--- config.mk ---
export PLATFORM = sky130hd
export DESIGN_NAME = adc_sequence_trigger_control
export DESIGN_NICKNAME = d
export VERILOG_FILES = /design/src/pkg/adc_trig_pkg.sv /design/src/design/adc_sequence_trigger_control.sv /design/src/design/seq_priority_arbiter.sv /design/src/design/trig_edge_detect.sv
export SDC_FILE = /design/constraint.sdc
export NUM_CORES = 1
export LEC_CHECK = 0
export ABC_AREA = 0
export CORE_ASPECT_RATIO = 0.6
export CORE_UTILIZATION = 55
export CTS_CLUSTER_SIZE = 10
export DETAILED_ROUTE_END_ITERATION = 10
export DONT_BUFFER_PORTS = 1
export GPL_TIMING_DRIVEN = 0
export PLACE_DENSITY = 0.8
export SKIP_CTS_REPAIR_TIMING = 1
export SYNTH_ARGS = -nofsm -noshare
export SYNTH_HDL_FRONTEND = slang
export SYNTH_SLANG_ARGS = --single-unit
--- constraint.sdc ---
create_clock -name clk -period 2.95 [get_ports clk]
set_input_delay 0.59 -clock clk [delete_from_list [all_inputs] [get_ports clk]]
set_output_delay 0.59 -clock clk [all_outputs]
set_load 0.02 [all_outputs]
--- src/pkg/adc_trig_pkg.sv ---
// Constants and types shared by the converter trigger front end
package adc_trig_pkg;

  // ----------------------------------------------------------------
  // Timing
  // ----------------------------------------------------------------
  localparam int CLK_FREQ_HZ = 20_000_000;
  localparam int SAMPLE_PERIOD_NS = 3200;
  localparam int PHASE_SETTINGS = 16;
  localparam int PHASE_STEP_NS = SAMPLE_PERIOD_NS / PHASE_SETTINGS;
  localparam int PHASE_STEP_RAW = PHASE_STEP_NS * (CLK_FREQ_HZ / 1_000_000) / 1000;
  localparam int PHASE_STEP_CYC = (PHASE_STEP_RAW < 1) ? 1 : PHASE_STEP_RAW;

  // ----------------------------------------------------------------
  // Sequencers
  // ----------------------------------------------------------------
  localparam int NUM_SEQ = 4;
  localparam int PRIO_W = 2;
  localparam int SRC_W = 4;
  // Depth nibble per sequencer, sequencer 0 in the low nibble
  localparam logic [15:0] SEQ_DEPTH = 16'h1448;

  // ----------------------------------------------------------------
  // Register map
  // ----------------------------------------------------------------
  localparam int ADR_W = 8;
  localparam logic [7:0] OFS_CTRL = 8'h00;
  localparam logic [7:0] OFS_TRIGSRC = 8'h04;
  localparam logic [7:0] OFS_PRIO = 8'h08;
  localparam logic [7:0] OFS_PROCTRIG = 8'h0C;
  localparam logic [7:0] OFS_STATUS = 8'h10;
  localparam int CTRL_EN_LSB = 0;
  localparam int CTRL_PHASE_LSB = 4;
  localparam int CTRL_REF_LSB = 8;
  localparam int PROC_WAIT_BIT = 4;
  localparam int PROC_SIGNAL_BIT = 5;
  localparam int STAT_PEND_LSB = 0;
  localparam int STAT_OVF_LSB = 4;
  localparam int STAT_HELD_LSB = 8;
  localparam int STAT_BUSY_BIT = 12;
  localparam int STAT_ACT_LSB = 13;
  localparam logic [15:0] TRIGSRC_RST = 16'h0000;
  localparam logic [7:0] PRIO_RST = 8'hE4;

  typedef enum logic [3:0] {
    trig_src_processor = 4'h0,
    trig_src_acmp_a = 4'h1,
    trig_src_acmp_b = 4'h2,
    trig_src_acmp_c = 4'h3,
    trig_src_external = 4'h4,
    trig_src_timer = 4'h5,
    trig_src_pwmgen_a = 4'h6,
    trig_src_pwmgen_b = 4'h7,
    trig_src_pwmgen_c = 4'h8,
    trig_src_pwmgen_d = 4'h9,
    trig_src_always = 4'hF
  } trig_src_type;

  typedef enum logic [1:0] {
    ref_sel_internal = 2'h0,
    ref_sel_external_high = 2'h1,
    ref_sel_external_low = 2'h2
  } ref_sel_type;

endpackage : adc_trig_pkg

--- src/design/adc_sequence_trigger_control.sv ---
// Trigger detection, phase delay and arbitration for four sample sequencers
//
// Function
// - Phase delay of sixteen even steps between trigger and sequence start.
// - One phase setting for the whole module, shared by all sequencers.
// - Processor trigger starts a sequencer only if its source is processor.
// - Wait-flagged processor trigger held until another module signals; both start.
// - Reference selection holds internal, external high or external low code.
// - Reference selection reads back as programmed; a write of code three is ignored and keeps the old code.
// - Four sequencers, depths eight, four, four and one.
// - Per-sequencer source: processor, comparators, pin, timer, PWM, always.
// - External source comes from a dedicated pin input.
// - Always source captures back to back when nothing higher is active.
// - Two-bit priority per sequencer, zero highest, three lowest.
// - Priorities order sequencers whose triggers are pending together.
// - Disabled sequencer ignores triggers; a run already granted to it still starts and completes.
// - Overflow flag set when a trigger finds unread samples.
//
// Design decisions made here: the Wishbone interface to the registers and the register offsets.
`timescale 1ns/1ps
`default_nettype none
module adc_sequence_trigger_control
  import adc_trig_pkg::*;
#(
  parameter int STEP_CYC = adc_trig_pkg::PHASE_STEP_CYC
) (
  input wire logic clk,
  input wire logic rst_b,
  input wire logic wb_cyc_i,
  input wire logic wb_stb_i,
  input wire logic wb_we_i,
  input wire logic [adc_trig_pkg::ADR_W-1:0] wb_adr_i,
  input wire logic [3:0] wb_sel_i,
  input wire logic [31:0] wb_dat_i,
  output logic [31:0] wb_dat_o,
  output logic wb_ack_o,
  input wire logic [2:0] acmp_trig_in,
  input wire logic ext_trig_pin,
  input wire logic timer_trig_in,
  input wire logic [3:0] pwmgen_trig_in,
  input wire logic [adc_trig_pkg::NUM_SEQ-1:0] fifo_empty_in,
  input wire logic conv_done_in,
  input wire logic sync_signal_in,
  output logic sync_signal_out,
  output logic conv_start_out,
  output logic [1:0] conv_seq_out,
  output logic [3:0] conv_steps_out,
  output logic [1:0] ref_sel_out
);
  import adc_trig_pkg::*;

  if (STEP_CYC < 1 || STEP_CYC > 4096) begin : g_chk
    $error("adc_sequence_trigger_control: STEP_CYC out of range");
  end

  typedef enum {st_idle, st_delay, st_run} state_type;

  // ----------------------------------------------------------------
  // Register bus decode
  // ----------------------------------------------------------------
  logic ack_q;
  logic [31:0] dat_q;
  logic [31:0] wmask;
  logic bus_req;
  logic wr_take;
  logic hit_ctrl;
  logic hit_src;
  logic hit_prio;
  logic hit_proc;
  logic hit_stat;
  logic [31:0] rd_mux;

  assign bus_req = wb_cyc_i & wb_stb_i;
  assign wr_take = bus_req & wb_we_i & ack_q;
  assign wmask = {{8{wb_sel_i[3]}}, {8{wb_sel_i[2]}}, {8{wb_sel_i[1]}}, {8{wb_sel_i[0]}}};
  assign hit_ctrl = wb_adr_i == OFS_CTRL;
  assign hit_src = wb_adr_i == OFS_TRIGSRC;
  assign hit_prio = wb_adr_i == OFS_PRIO;
  assign hit_proc = wb_adr_i == OFS_PROCTRIG;
  assign hit_stat = wb_adr_i == OFS_STATUS;
  assign wb_ack_o = ack_q;
  assign wb_dat_o = dat_q;

  // ----------------------------------------------------------------
  // Configuration registers
  // ----------------------------------------------------------------
  logic [3:0] en_q;
  logic [3:0] phase_q;
  logic [1:0] ref_q;
  logic [15:0] src_q;
  logic [7:0] prio_q;
  logic [31:0] ctrl_w;
  logic ref_ok;

  assign ctrl_w = ({22'h0, ref_q, phase_q, en_q} & ~wmask) | (wb_dat_i & wmask);
  assign ref_ok = ctrl_w[CTRL_REF_LSB +: 2] != 2'h3;
  assign ref_sel_out = ref_q;

  always_ff @(posedge clk or negedge rst_b) begin
    if (!rst_b) begin
      en_q <= 4'h0;
      phase_q <= 4'h0;
      ref_q <= ref_sel_internal;
    end else if (wr_take && hit_ctrl) begin
      en_q <= ctrl_w[CTRL_EN_LSB +: 4];
      phase_q <= ctrl_w[CTRL_PHASE_LSB +: 4];
      if (ref_ok) begin
        ref_q <= ctrl_w[CTRL_REF_LSB +: 2];
      end
    end
  end

  always_ff @(posedge clk or negedge rst_b) begin
    if (!rst_b) begin
      src_q <= TRIGSRC_RST;
      prio_q <= PRIO_RST;
    end else if (wr_take) begin
      if (hit_src) begin
        src_q <= (src_q & ~wmask[15:0]) | (wb_dat_i[15:0] & wmask[15:0]);
      end
      if (hit_prio) begin
        prio_q <= (prio_q & ~wmask[7:0]) | (wb_dat_i[7:0] & wmask[7:0]);
      end
    end
  end

  // ----------------------------------------------------------------
  // Trigger inputs
  // ----------------------------------------------------------------
  logic [4:0] pin_rise;
  logic [4:0] int_rise;
  logic sync_rise;
  logic [15:0] ev_vec;

  trig_edge_detect #(.WIDTH(5), .SYNC(1'b1)) u_pin_edges (
    .clk(clk),
    .rst_b(rst_b),
    .level_in({sync_signal_in, ext_trig_pin, acmp_trig_in}),
    .rise_out(pin_rise)
  );

  trig_edge_detect #(.WIDTH(5), .SYNC(1'b0)) u_int_edges (
    .clk(clk),
    .rst_b(rst_b),
    .level_in({pwmgen_trig_in, timer_trig_in}),
    .rise_out(int_rise)
  );

  assign sync_rise = pin_rise[4];
  // Indexed by source code; processor and always are handled apart
  assign ev_vec = {6'h00, int_rise[4:1], int_rise[0], pin_rise[3], pin_rise[2:0], 1'b0};

  // ----------------------------------------------------------------
  // Processor trigger command
  // ----------------------------------------------------------------
  logic pt_wr;
  logic [3:0] pt_mask;
  logic pt_wait;
  logic pt_signal;
  logic sig_q;

  assign pt_wr = wr_take & hit_proc & wb_sel_i[0];
  assign pt_mask = wb_dat_i[3:0];
  assign pt_wait = wb_dat_i[PROC_WAIT_BIT];
  assign pt_signal = wb_dat_i[PROC_SIGNAL_BIT];
  assign sync_signal_out = sig_q;

  always_ff @(posedge clk or negedge rst_b) begin
    if (!rst_b) begin
      sig_q <= 1'b0;
    end else begin
      sig_q <= pt_wr & pt_signal & ~pt_wait;
    end
  end

  // ----------------------------------------------------------------
  // Per-sequencer pending, held and overflow state
  // ----------------------------------------------------------------
  state_type state_q;
  logic [1:0] act_q;
  logic [3:0] pend_q;
  logic [3:0] held_q;
  logic [3:0] ovf_q;
  logic [3:0] req;
  logic [3:0] hw_ev;
  logic [3:0] trig_any;
  logic ovf_clr_wr;
  logic grant_valid;
  logic [1:0] grant_id;

  assign ovf_clr_wr = wr_take & hit_stat & wb_sel_i[0];

  for (genvar s = 0; s < NUM_SEQ; s++) begin : g_seq
    logic [3:0] src;
    logic is_proc;
    logic is_always;
    logic proc_go;
    logic proc_hold;
    logic release_go;
    logic started;

    assign src = src_q[s*SRC_W +: SRC_W];
    assign is_proc = src == trig_src_processor;
    assign is_always = src == trig_src_always;
    assign hw_ev[s] = en_q[s] & ev_vec[src];
    assign proc_go = en_q[s] & is_proc & pt_wr & pt_mask[s] & ~pt_wait;
    assign proc_hold = en_q[s] & is_proc & pt_wr & pt_mask[s] & pt_wait;
    assign release_go = en_q[s] & held_q[s] & sync_rise;
    assign trig_any[s] = hw_ev[s] | proc_go | release_go;
    assign req[s] = en_q[s] & (pend_q[s] | is_always);
    assign started = conv_start_out & (act_q == 2'(s));

    always_ff @(posedge clk or negedge rst_b) begin
      if (!rst_b) begin
        pend_q[s] <= 1'b0;
        held_q[s] <= 1'b0;
        ovf_q[s] <= 1'b0;
      end else begin
        // New event wins over the clear of the run that starts now
        pend_q[s] <= en_q[s] & (trig_any[s] | (pend_q[s] & ~started));
        held_q[s] <= en_q[s] & (proc_hold | (held_q[s] & ~sync_rise));
        ovf_q[s] <= (trig_any[s] & ~fifo_empty_in[s])
          | (ovf_q[s] & ~(ovf_clr_wr & wb_dat_i[STAT_OVF_LSB + s]));
      end
    end

    a_proc_src_only:
    assert property (@(posedge clk) disable iff (!rst_b)
      (pt_wr && pt_mask[s] && !is_proc && !hw_ev[s] && !release_go && !pend_q[s])
      |=> !pend_q[s])
      else $error("processor trigger took a non-processor sequencer");
    a_held_release:
    assert property (@(posedge clk) disable iff (!rst_b)
      (held_q[s] && en_q[s] && sync_rise) |=> (pend_q[s] && !held_q[s]))
      else $error("held trigger not released by signal");
    a_disabled_quiet:
    assert property (@(posedge clk) disable iff (!rst_b)
      !en_q[s] |=> (!pend_q[s] && !held_q[s]))
      else $error("disabled sequencer kept a trigger");
    a_overflow_set:
    assert property (@(posedge clk) disable iff (!rst_b)
      (trig_any[s] && !fifo_empty_in[s]) |=> ovf_q[s])
      else $error("overflow flag missed");
    a_pending_kept:
    assert property (@(posedge clk) disable iff (!rst_b)
      (pend_q[s] && en_q[s] && !started) |=> pend_q[s])
      else $error("pending trigger lost");
    a_edge_once:
    assert property (@(posedge clk) disable iff (!rst_b)
      hw_ev[s] |=> !hw_ev[s])
      else $error("edge event seen twice");
    a_always_repeat:
    assert property (@(posedge clk) disable iff (!rst_b)
      (state_q == st_idle && en_q[s] && is_always) |=> state_q == st_delay)
      else $error("always source did not restart");
    a_priority_order:
    assert property (@(posedge clk) disable iff (!rst_b)
      (state_q == st_idle && grant_valid && req[s])
      |-> prio_q[s*PRIO_W +: PRIO_W] >= prio_q[grant_id*PRIO_W +: PRIO_W])
      else $error("lower priority sequencer granted");
  end

  seq_priority_arbiter #(.NUM(NUM_SEQ), .PRIO_W(PRIO_W)) u_arb (
    .req(req),
    .prio(prio_q),
    .grant_valid(grant_valid),
    .grant_id(grant_id)
  );

  // ----------------------------------------------------------------
  // Phase delay and run control
  // ----------------------------------------------------------------
  logic [15:0] cnt_q;
  logic [3:0] steps_q;
  logic [15:0] delay_load;

  // Phase steps are a sixteenth of the sample period each
  assign delay_load = 16'(phase_q) * 16'(STEP_CYC);
  assign conv_start_out = (state_q == st_delay) && (cnt_q == 16'h0000);
  assign conv_seq_out = act_q;
  assign conv_steps_out = steps_q;

  always_ff @(posedge clk or negedge rst_b) begin
    if (!rst_b) begin
      state_q <= st_idle;
      cnt_q <= 16'h0000;
      act_q <= 2'h0;
      steps_q <= 4'h0;
    end else begin
      case (state_q)
        st_idle: begin
          if (grant_valid) begin
            state_q <= st_delay;
            act_q <= grant_id;
            steps_q <= SEQ_DEPTH[grant_id*4 +: 4];
            cnt_q <= delay_load;
          end
        end
        st_delay: begin
          if (cnt_q == 16'h0000) begin
            state_q <= st_run;
          end else begin
            cnt_q <= cnt_q - 16'h0001;
          end
        end
        st_run: begin
          if (conv_done_in) begin
            state_q <= st_idle;
          end
        end
        default: begin
          state_q <= st_idle;
        end
      endcase
    end
  end

  // ----------------------------------------------------------------
  // Read mux and bus answer
  // ----------------------------------------------------------------
  logic [31:0] stat_w;

  assign stat_w = {17'h00000, act_q, state_q != st_idle, held_q, ovf_q, pend_q};
  assign rd_mux = hit_ctrl ? {22'h0, ref_q, phase_q, en_q}
    : hit_src ? {16'h0000, src_q}
    : hit_prio ? {24'h0, prio_q}
    : hit_proc ? {28'h0, held_q}
    : hit_stat ? stat_w : 32'h0000_0000;

  always_ff @(posedge clk or negedge rst_b) begin
    if (!rst_b) begin
      ack_q <= 1'b0;
      dat_q <= 32'h0000_0000;
    end else begin
      ack_q <= bus_req & ~ack_q;
      if (bus_req && !ack_q) begin
        dat_q <= rd_mux;
      end
    end
  end

  // ----------------------------------------------------------------
  // Checks on delay, reference, depth and bus answer
  // ----------------------------------------------------------------
  logic [15:0] dly_seen_q;
  logic [15:0] dly_exp_q;

  always_ff @(posedge clk or negedge rst_b) begin
    if (!rst_b) begin
      dly_seen_q <= 16'h0000;
      dly_exp_q <= 16'h0000;
    end else if (state_q == st_idle) begin
      dly_seen_q <= 16'h0000;
      dly_exp_q <= delay_load;
    end else if (state_q == st_delay) begin
      dly_seen_q <= dly_seen_q + 16'h0001;
    end
  end

  a_phase_delay_len:
  assert property (@(posedge clk) disable iff (!rst_b)
    conv_start_out |-> dly_seen_q == dly_exp_q)
    else $error("phase delay length wrong");
  a_phase_common:
  assert property (@(posedge clk) disable iff (!rst_b)
    (state_q == st_idle && grant_valid) |=> cnt_q == 16'($past(phase_q)) * 16'(STEP_CYC))
    else $error("phase delay not module wide");
  a_ref_readback:
  assert property (@(posedge clk) disable iff (!rst_b)
    (wr_take && hit_ctrl && wb_sel_i[1] && ref_ok) |=> ref_q == $past(wb_dat_i[9:8]))
    else $error("reference selection not kept");
  a_depth_match:
  assert property (@(posedge clk) disable iff (!rst_b)
    conv_start_out |-> conv_steps_out == ((act_q == 2'h0) ? 4'h8 : (act_q == 2'h3) ? 4'h1 : 4'h4))
    else $error("sequencer depth wrong");
  a_ack_one_cycle:
  assert property (@(posedge clk) disable iff (!rst_b)
    wb_ack_o |=> !wb_ack_o)
    else $error("bus answer held too long");

endmodule : adc_sequence_trigger_control
`default_nettype wire

--- src/design/seq_priority_arbiter.sv ---
// Picks the requesting sequencer with the numerically lowest priority
`timescale 1ns/1ps
`default_nettype none
module seq_priority_arbiter #(
  parameter int NUM = 4,
  parameter int PRIO_W = 2
) (
  input wire logic [NUM-1:0] req,
  input wire logic [NUM*PRIO_W-1:0] prio,
  output logic grant_valid,
  output logic [$clog2(NUM)-1:0] grant_id
);
  if (NUM < 2) begin : g_chk
    $error("seq_priority_arbiter: NUM must be at least 2");
  end

  // ----------------------------------------------------------------
  // Search
  // ----------------------------------------------------------------
  // Equal priorities fall back to the lower index; software keeps them distinct
  always_comb begin
    logic [PRIO_W-1:0] best;
    best = '1;
    grant_valid = 1'b0;
    grant_id = '0;
    for (int s = 0; s < NUM; s++) begin
      if (req[s] && (!grant_valid || prio[s*PRIO_W +: PRIO_W] < best)) begin
        grant_valid = 1'b1;
        best = prio[s*PRIO_W +: PRIO_W];
        grant_id = s[$clog2(NUM)-1:0];
      end
    end
  end
endmodule : seq_priority_arbiter
`default_nettype wire

--- src/design/trig_edge_detect.sv ---
// Rising edge detector for trigger inputs, optional two-flop synchroniser
`timescale 1ns/1ps
`default_nettype none
module trig_edge_detect #(
  parameter int WIDTH = 5,
  parameter bit SYNC = 1'b1
) (
  input wire logic clk,
  input wire logic rst_b,
  input wire logic [WIDTH-1:0] level_in,
  output logic [WIDTH-1:0] rise_out
);
  if (WIDTH < 1) begin : g_chk
    $error("trig_edge_detect: WIDTH must be at least 1");
  end

  // ----------------------------------------------------------------
  // Per input: optional synchroniser, then edge
  // ----------------------------------------------------------------
  for (genvar i = 0; i < WIDTH; i++) begin : g_bit
    logic lvl;
    logic prev_q;
    if (SYNC) begin : g_sync
      logic meta_q;
      logic sync_q;
      always_ff @(posedge clk or negedge rst_b) begin
        if (!rst_b) begin
          meta_q <= 1'b0;
          sync_q <= 1'b0;
        end else begin
          meta_q <= level_in[i];
          sync_q <= meta_q;
        end
      end
      assign lvl = sync_q;
    end else begin : g_direct
      assign lvl = level_in[i];
    end
    always_ff @(posedge clk or negedge rst_b) begin
      if (!rst_b) begin
        prev_q <= 1'b0;
      end else begin
        prev_q <= lvl;
      end
    end
    assign rise_out[i] = lvl & ~prev_q;
  end
endmodule : trig_edge_detect
`default_nettype wire

==> results.yml <==
timing:
  worst_hold_slack_ns: -0.07948
  worstMarginPinSlew_ns: 0.6971
  grt_setup_unrepaired: "true"
  finalWorstSetupSlack_ns: -0.2908
  hold_violations: 103
  fin_crit_sh_pct: 109.9
  drv_slew: 0
  finalSetupViolCount: 5
  fin_skew_ns: 0.009282
  min_period_ns: 3.241
  fmax_mhz: 308.6
  slew_headroom_pct: 53.48
setup_path:
  critPathLaunchType: "flop"
  cp_data_arrival_time_ns: 3.50
  cp_cell_sequence: "a41o_1 > nand2_2 > o22ai_2 > ha_1 > or2_4 > a21oi_4 > a21o_1 > nor2_1 > a21oi_1 > ha_2 > or2_4 > a21o_1 > and3b_2 > a22o_1"
  reg2regPathDepth: 14
  worstPathRequired_ns: 3.21
  path_delay_family: "compound AO/OA/AOI/OAI gates"
  crit_slowest_cell: "dfrtp_1"
  critPathMaxStageDelay_ns: 0.48
  critPathBufInv: 0
  crit_cells: 14
  critPathKind: "flop to flop"
  worst-path-max-fanout: 7
  critPathCaptureType: "flop"
cells_and_area:
  fin_area_sq_mm: 0.006098
  fin_nets: 618
  finalNonFillerCells: 686
  diodes: 0
  drive_above_1_share_pct: 21.76
  syn_to_final_growth_pct: 12.67
global_route:
  grt_max_degree: 108
  first_global_vias: 4208
  antenna_found_initial: 0
  overflow: 0
  grt_pass1_wl_um: 23320
  grtUsageTotal_pct: 31.01
placement:
  dp.cells: 658
  pre_cts_ws_ns: -0.4043
  io_buffer_count: 0
  hpwl_um: 11080
  post_dp_cell_area_sq_mm: 0.005665
  place_congestion: 0.9736
routing:
  first_pass_iters: 7
  antenna_left: 0
  avgRoutedWirePerCell_um: 22.35
  vias: 4423
  drt_wl_total_um: 15330
  drtIter0Drc: 627
  vias_per_cell: 6.448
  drc: 0
yosys:
  yosysMostFrequentCell: "dfrtp_1"
  syn-instance-count: 512
  synthesis.area_sq_mm: 0.005413
  ys.flop_type: "dfrtp_1"
  syn_area_per_cell_sq_um: 10.57
  ys_async_sr_fraction_pct: 100.0
  synth-seq-cells: 107
  yosysUniqueCellTypes: 68
  synth_edf_count: 0
  yosys-top-cells-area: "dfrtp_1, mux2_2, a22oi_1, o21ai_0, buf_4"
  synthTopCellsByCount: "dfrtp_1, nand2_1, mux2_2, nor2_1, o21ai_0"
  ys_warn_count: 0
  synth_top_area_share_pct: 47.62
  yosysTopAreaCell: "dfrtp_1"
  ys_seq_area_share_pct: 49.56
power_and_ir_drop:
  powerDensity_mw_per_mm2: 454.5
  p_leak_nw: 2.757
  ir_worst_vdd_v: 0.0003816
  power.total_w: 0.002772
floorplan:
  start_util_pct: 57.84
  core-area_sq_mm: 0.009358
  rows: 27
  io_pins: 107
  dieArea_sq_mm: 0.01025
  die_w_um: 130.1
  die_y_um: 78.84
status:
  status: "finished, violations left"
  violations: "hold timing, setup timing"
clock_tree:
  clock_sink_count: 107
  clock_latency_ns: 0.36
  cts_tree: "built"
  cts_root_buf: "clkbuf_16"
  htreeDepth: 3
  clkTransAtPathRegs_ns: 0.08
  cts_made_buffers: 9
  clk_path_buf_depth: 2
flow_run:
  cap_viol_max_count: 0
worst_hold_path:
  hold_path.class: "input pin to async pin"
placed cells by master, fill, tap and decap left out, types with 15 or more instances in the layout:
cell type	n
mux2_2	31
a21oi_1	22
dfrtp_1	100
nor2_1	31
o21ai_0	27
conb_1	17
nor2b_1	15
a22oi_1	20
inv_1	18
buf_4	32
nand2_1	32
worst reg2reg max path, delay by kind of cell, from the launching register on:
family                     cells  cell delay, ns
AOI/OAI and AO/OA              7            1.22
and+or+nand+nor                5            0.85
adders and majority gates      2            0.58
DFF                            1            0.48
where the power goes:
group          internal (W)  switching (W)
clock              0.000602       0.000569
sequential          0.00149      0.0000146
combinational     0.0000394      0.0000621
cells by family (layout without fill, tap and decap cells):
group,Yosys count,count (layout),share of synthesized area [%]
muxes,44,44,9.778
AOI/OAI and AO/OA,139,139,17.52
DFF,107,107,49.56
adders and majority gates,4,4,0.8785
xor gates and xnor gates,6,6,0.9709
other,1,17,0.06928
and+or+nand+nor,152,152,15.67
buffers and inverters,59,87,5.548
final cells by class:
| type | count | area (sq um) |
|---|---|---|
| fillers | 718 | 3259 |
| flip-flops and latches | 107 | 2686 |
| multi-input cells | 362 | 2551 |
| plain buffers | 41 | 252.7 |
| clock buffers | 10 | 239.0 |
| well taps | 130 | 162.7 |
| repair buffers | 12 | 90.09 |
| inverters | 18 | 67.56 |
| clock inverters | 6 | 48.80 |
per-stage QoR:
stage	setup TNS (ns)	util, %	hold slack [ns]
finish	-1.185	65.17	-0.07948
global route	-1.707	65.17	-0.09042
CTS	-1.832	63.62	-0.08483
detailed placement	-1.553	60.54	0.2967
global placement	-1.404	60.54	0.2972
floorplan	0	-	0.2944
metal layers:
| layer | vias up | wire, um | part of all wire [%] | global-route usage, % |
|---|---|---|---|---|
| met4 | 0 | 226 | 1.5 | 9.419 |
| met5 | - | 0 | 0 | 0 |
| met3 | 29 | 2242 | 15 | 11.79 |
| met2 | 304 | 6377 | 42 | 42.13 |
| li1 | 1917 | - | - | - |
| met1 | 2173 | 6485 | 42 | 45.21 |
path summary, 6_finish.rpt:
| kind | endpoint | slack, ns |
|---|---|---|
| setup / recovery | conv_steps_out[3] | -0.29 |
| hold / removal | u_int_edges.g_bit[1].prev_q | -0.08 |
| setup reg to reg | conv_steps_out[3] | -0.29 |
| hold reg to reg | u_pin_edges.g_bit[0].g_sync.sync_q | 0.35 |
| max in group asynchronous | async pin | 2.79 |
| min in group clk | u_int_edges.g_bit[1].prev_q | 0.25 |
Power figures use the tool's default switching activity.
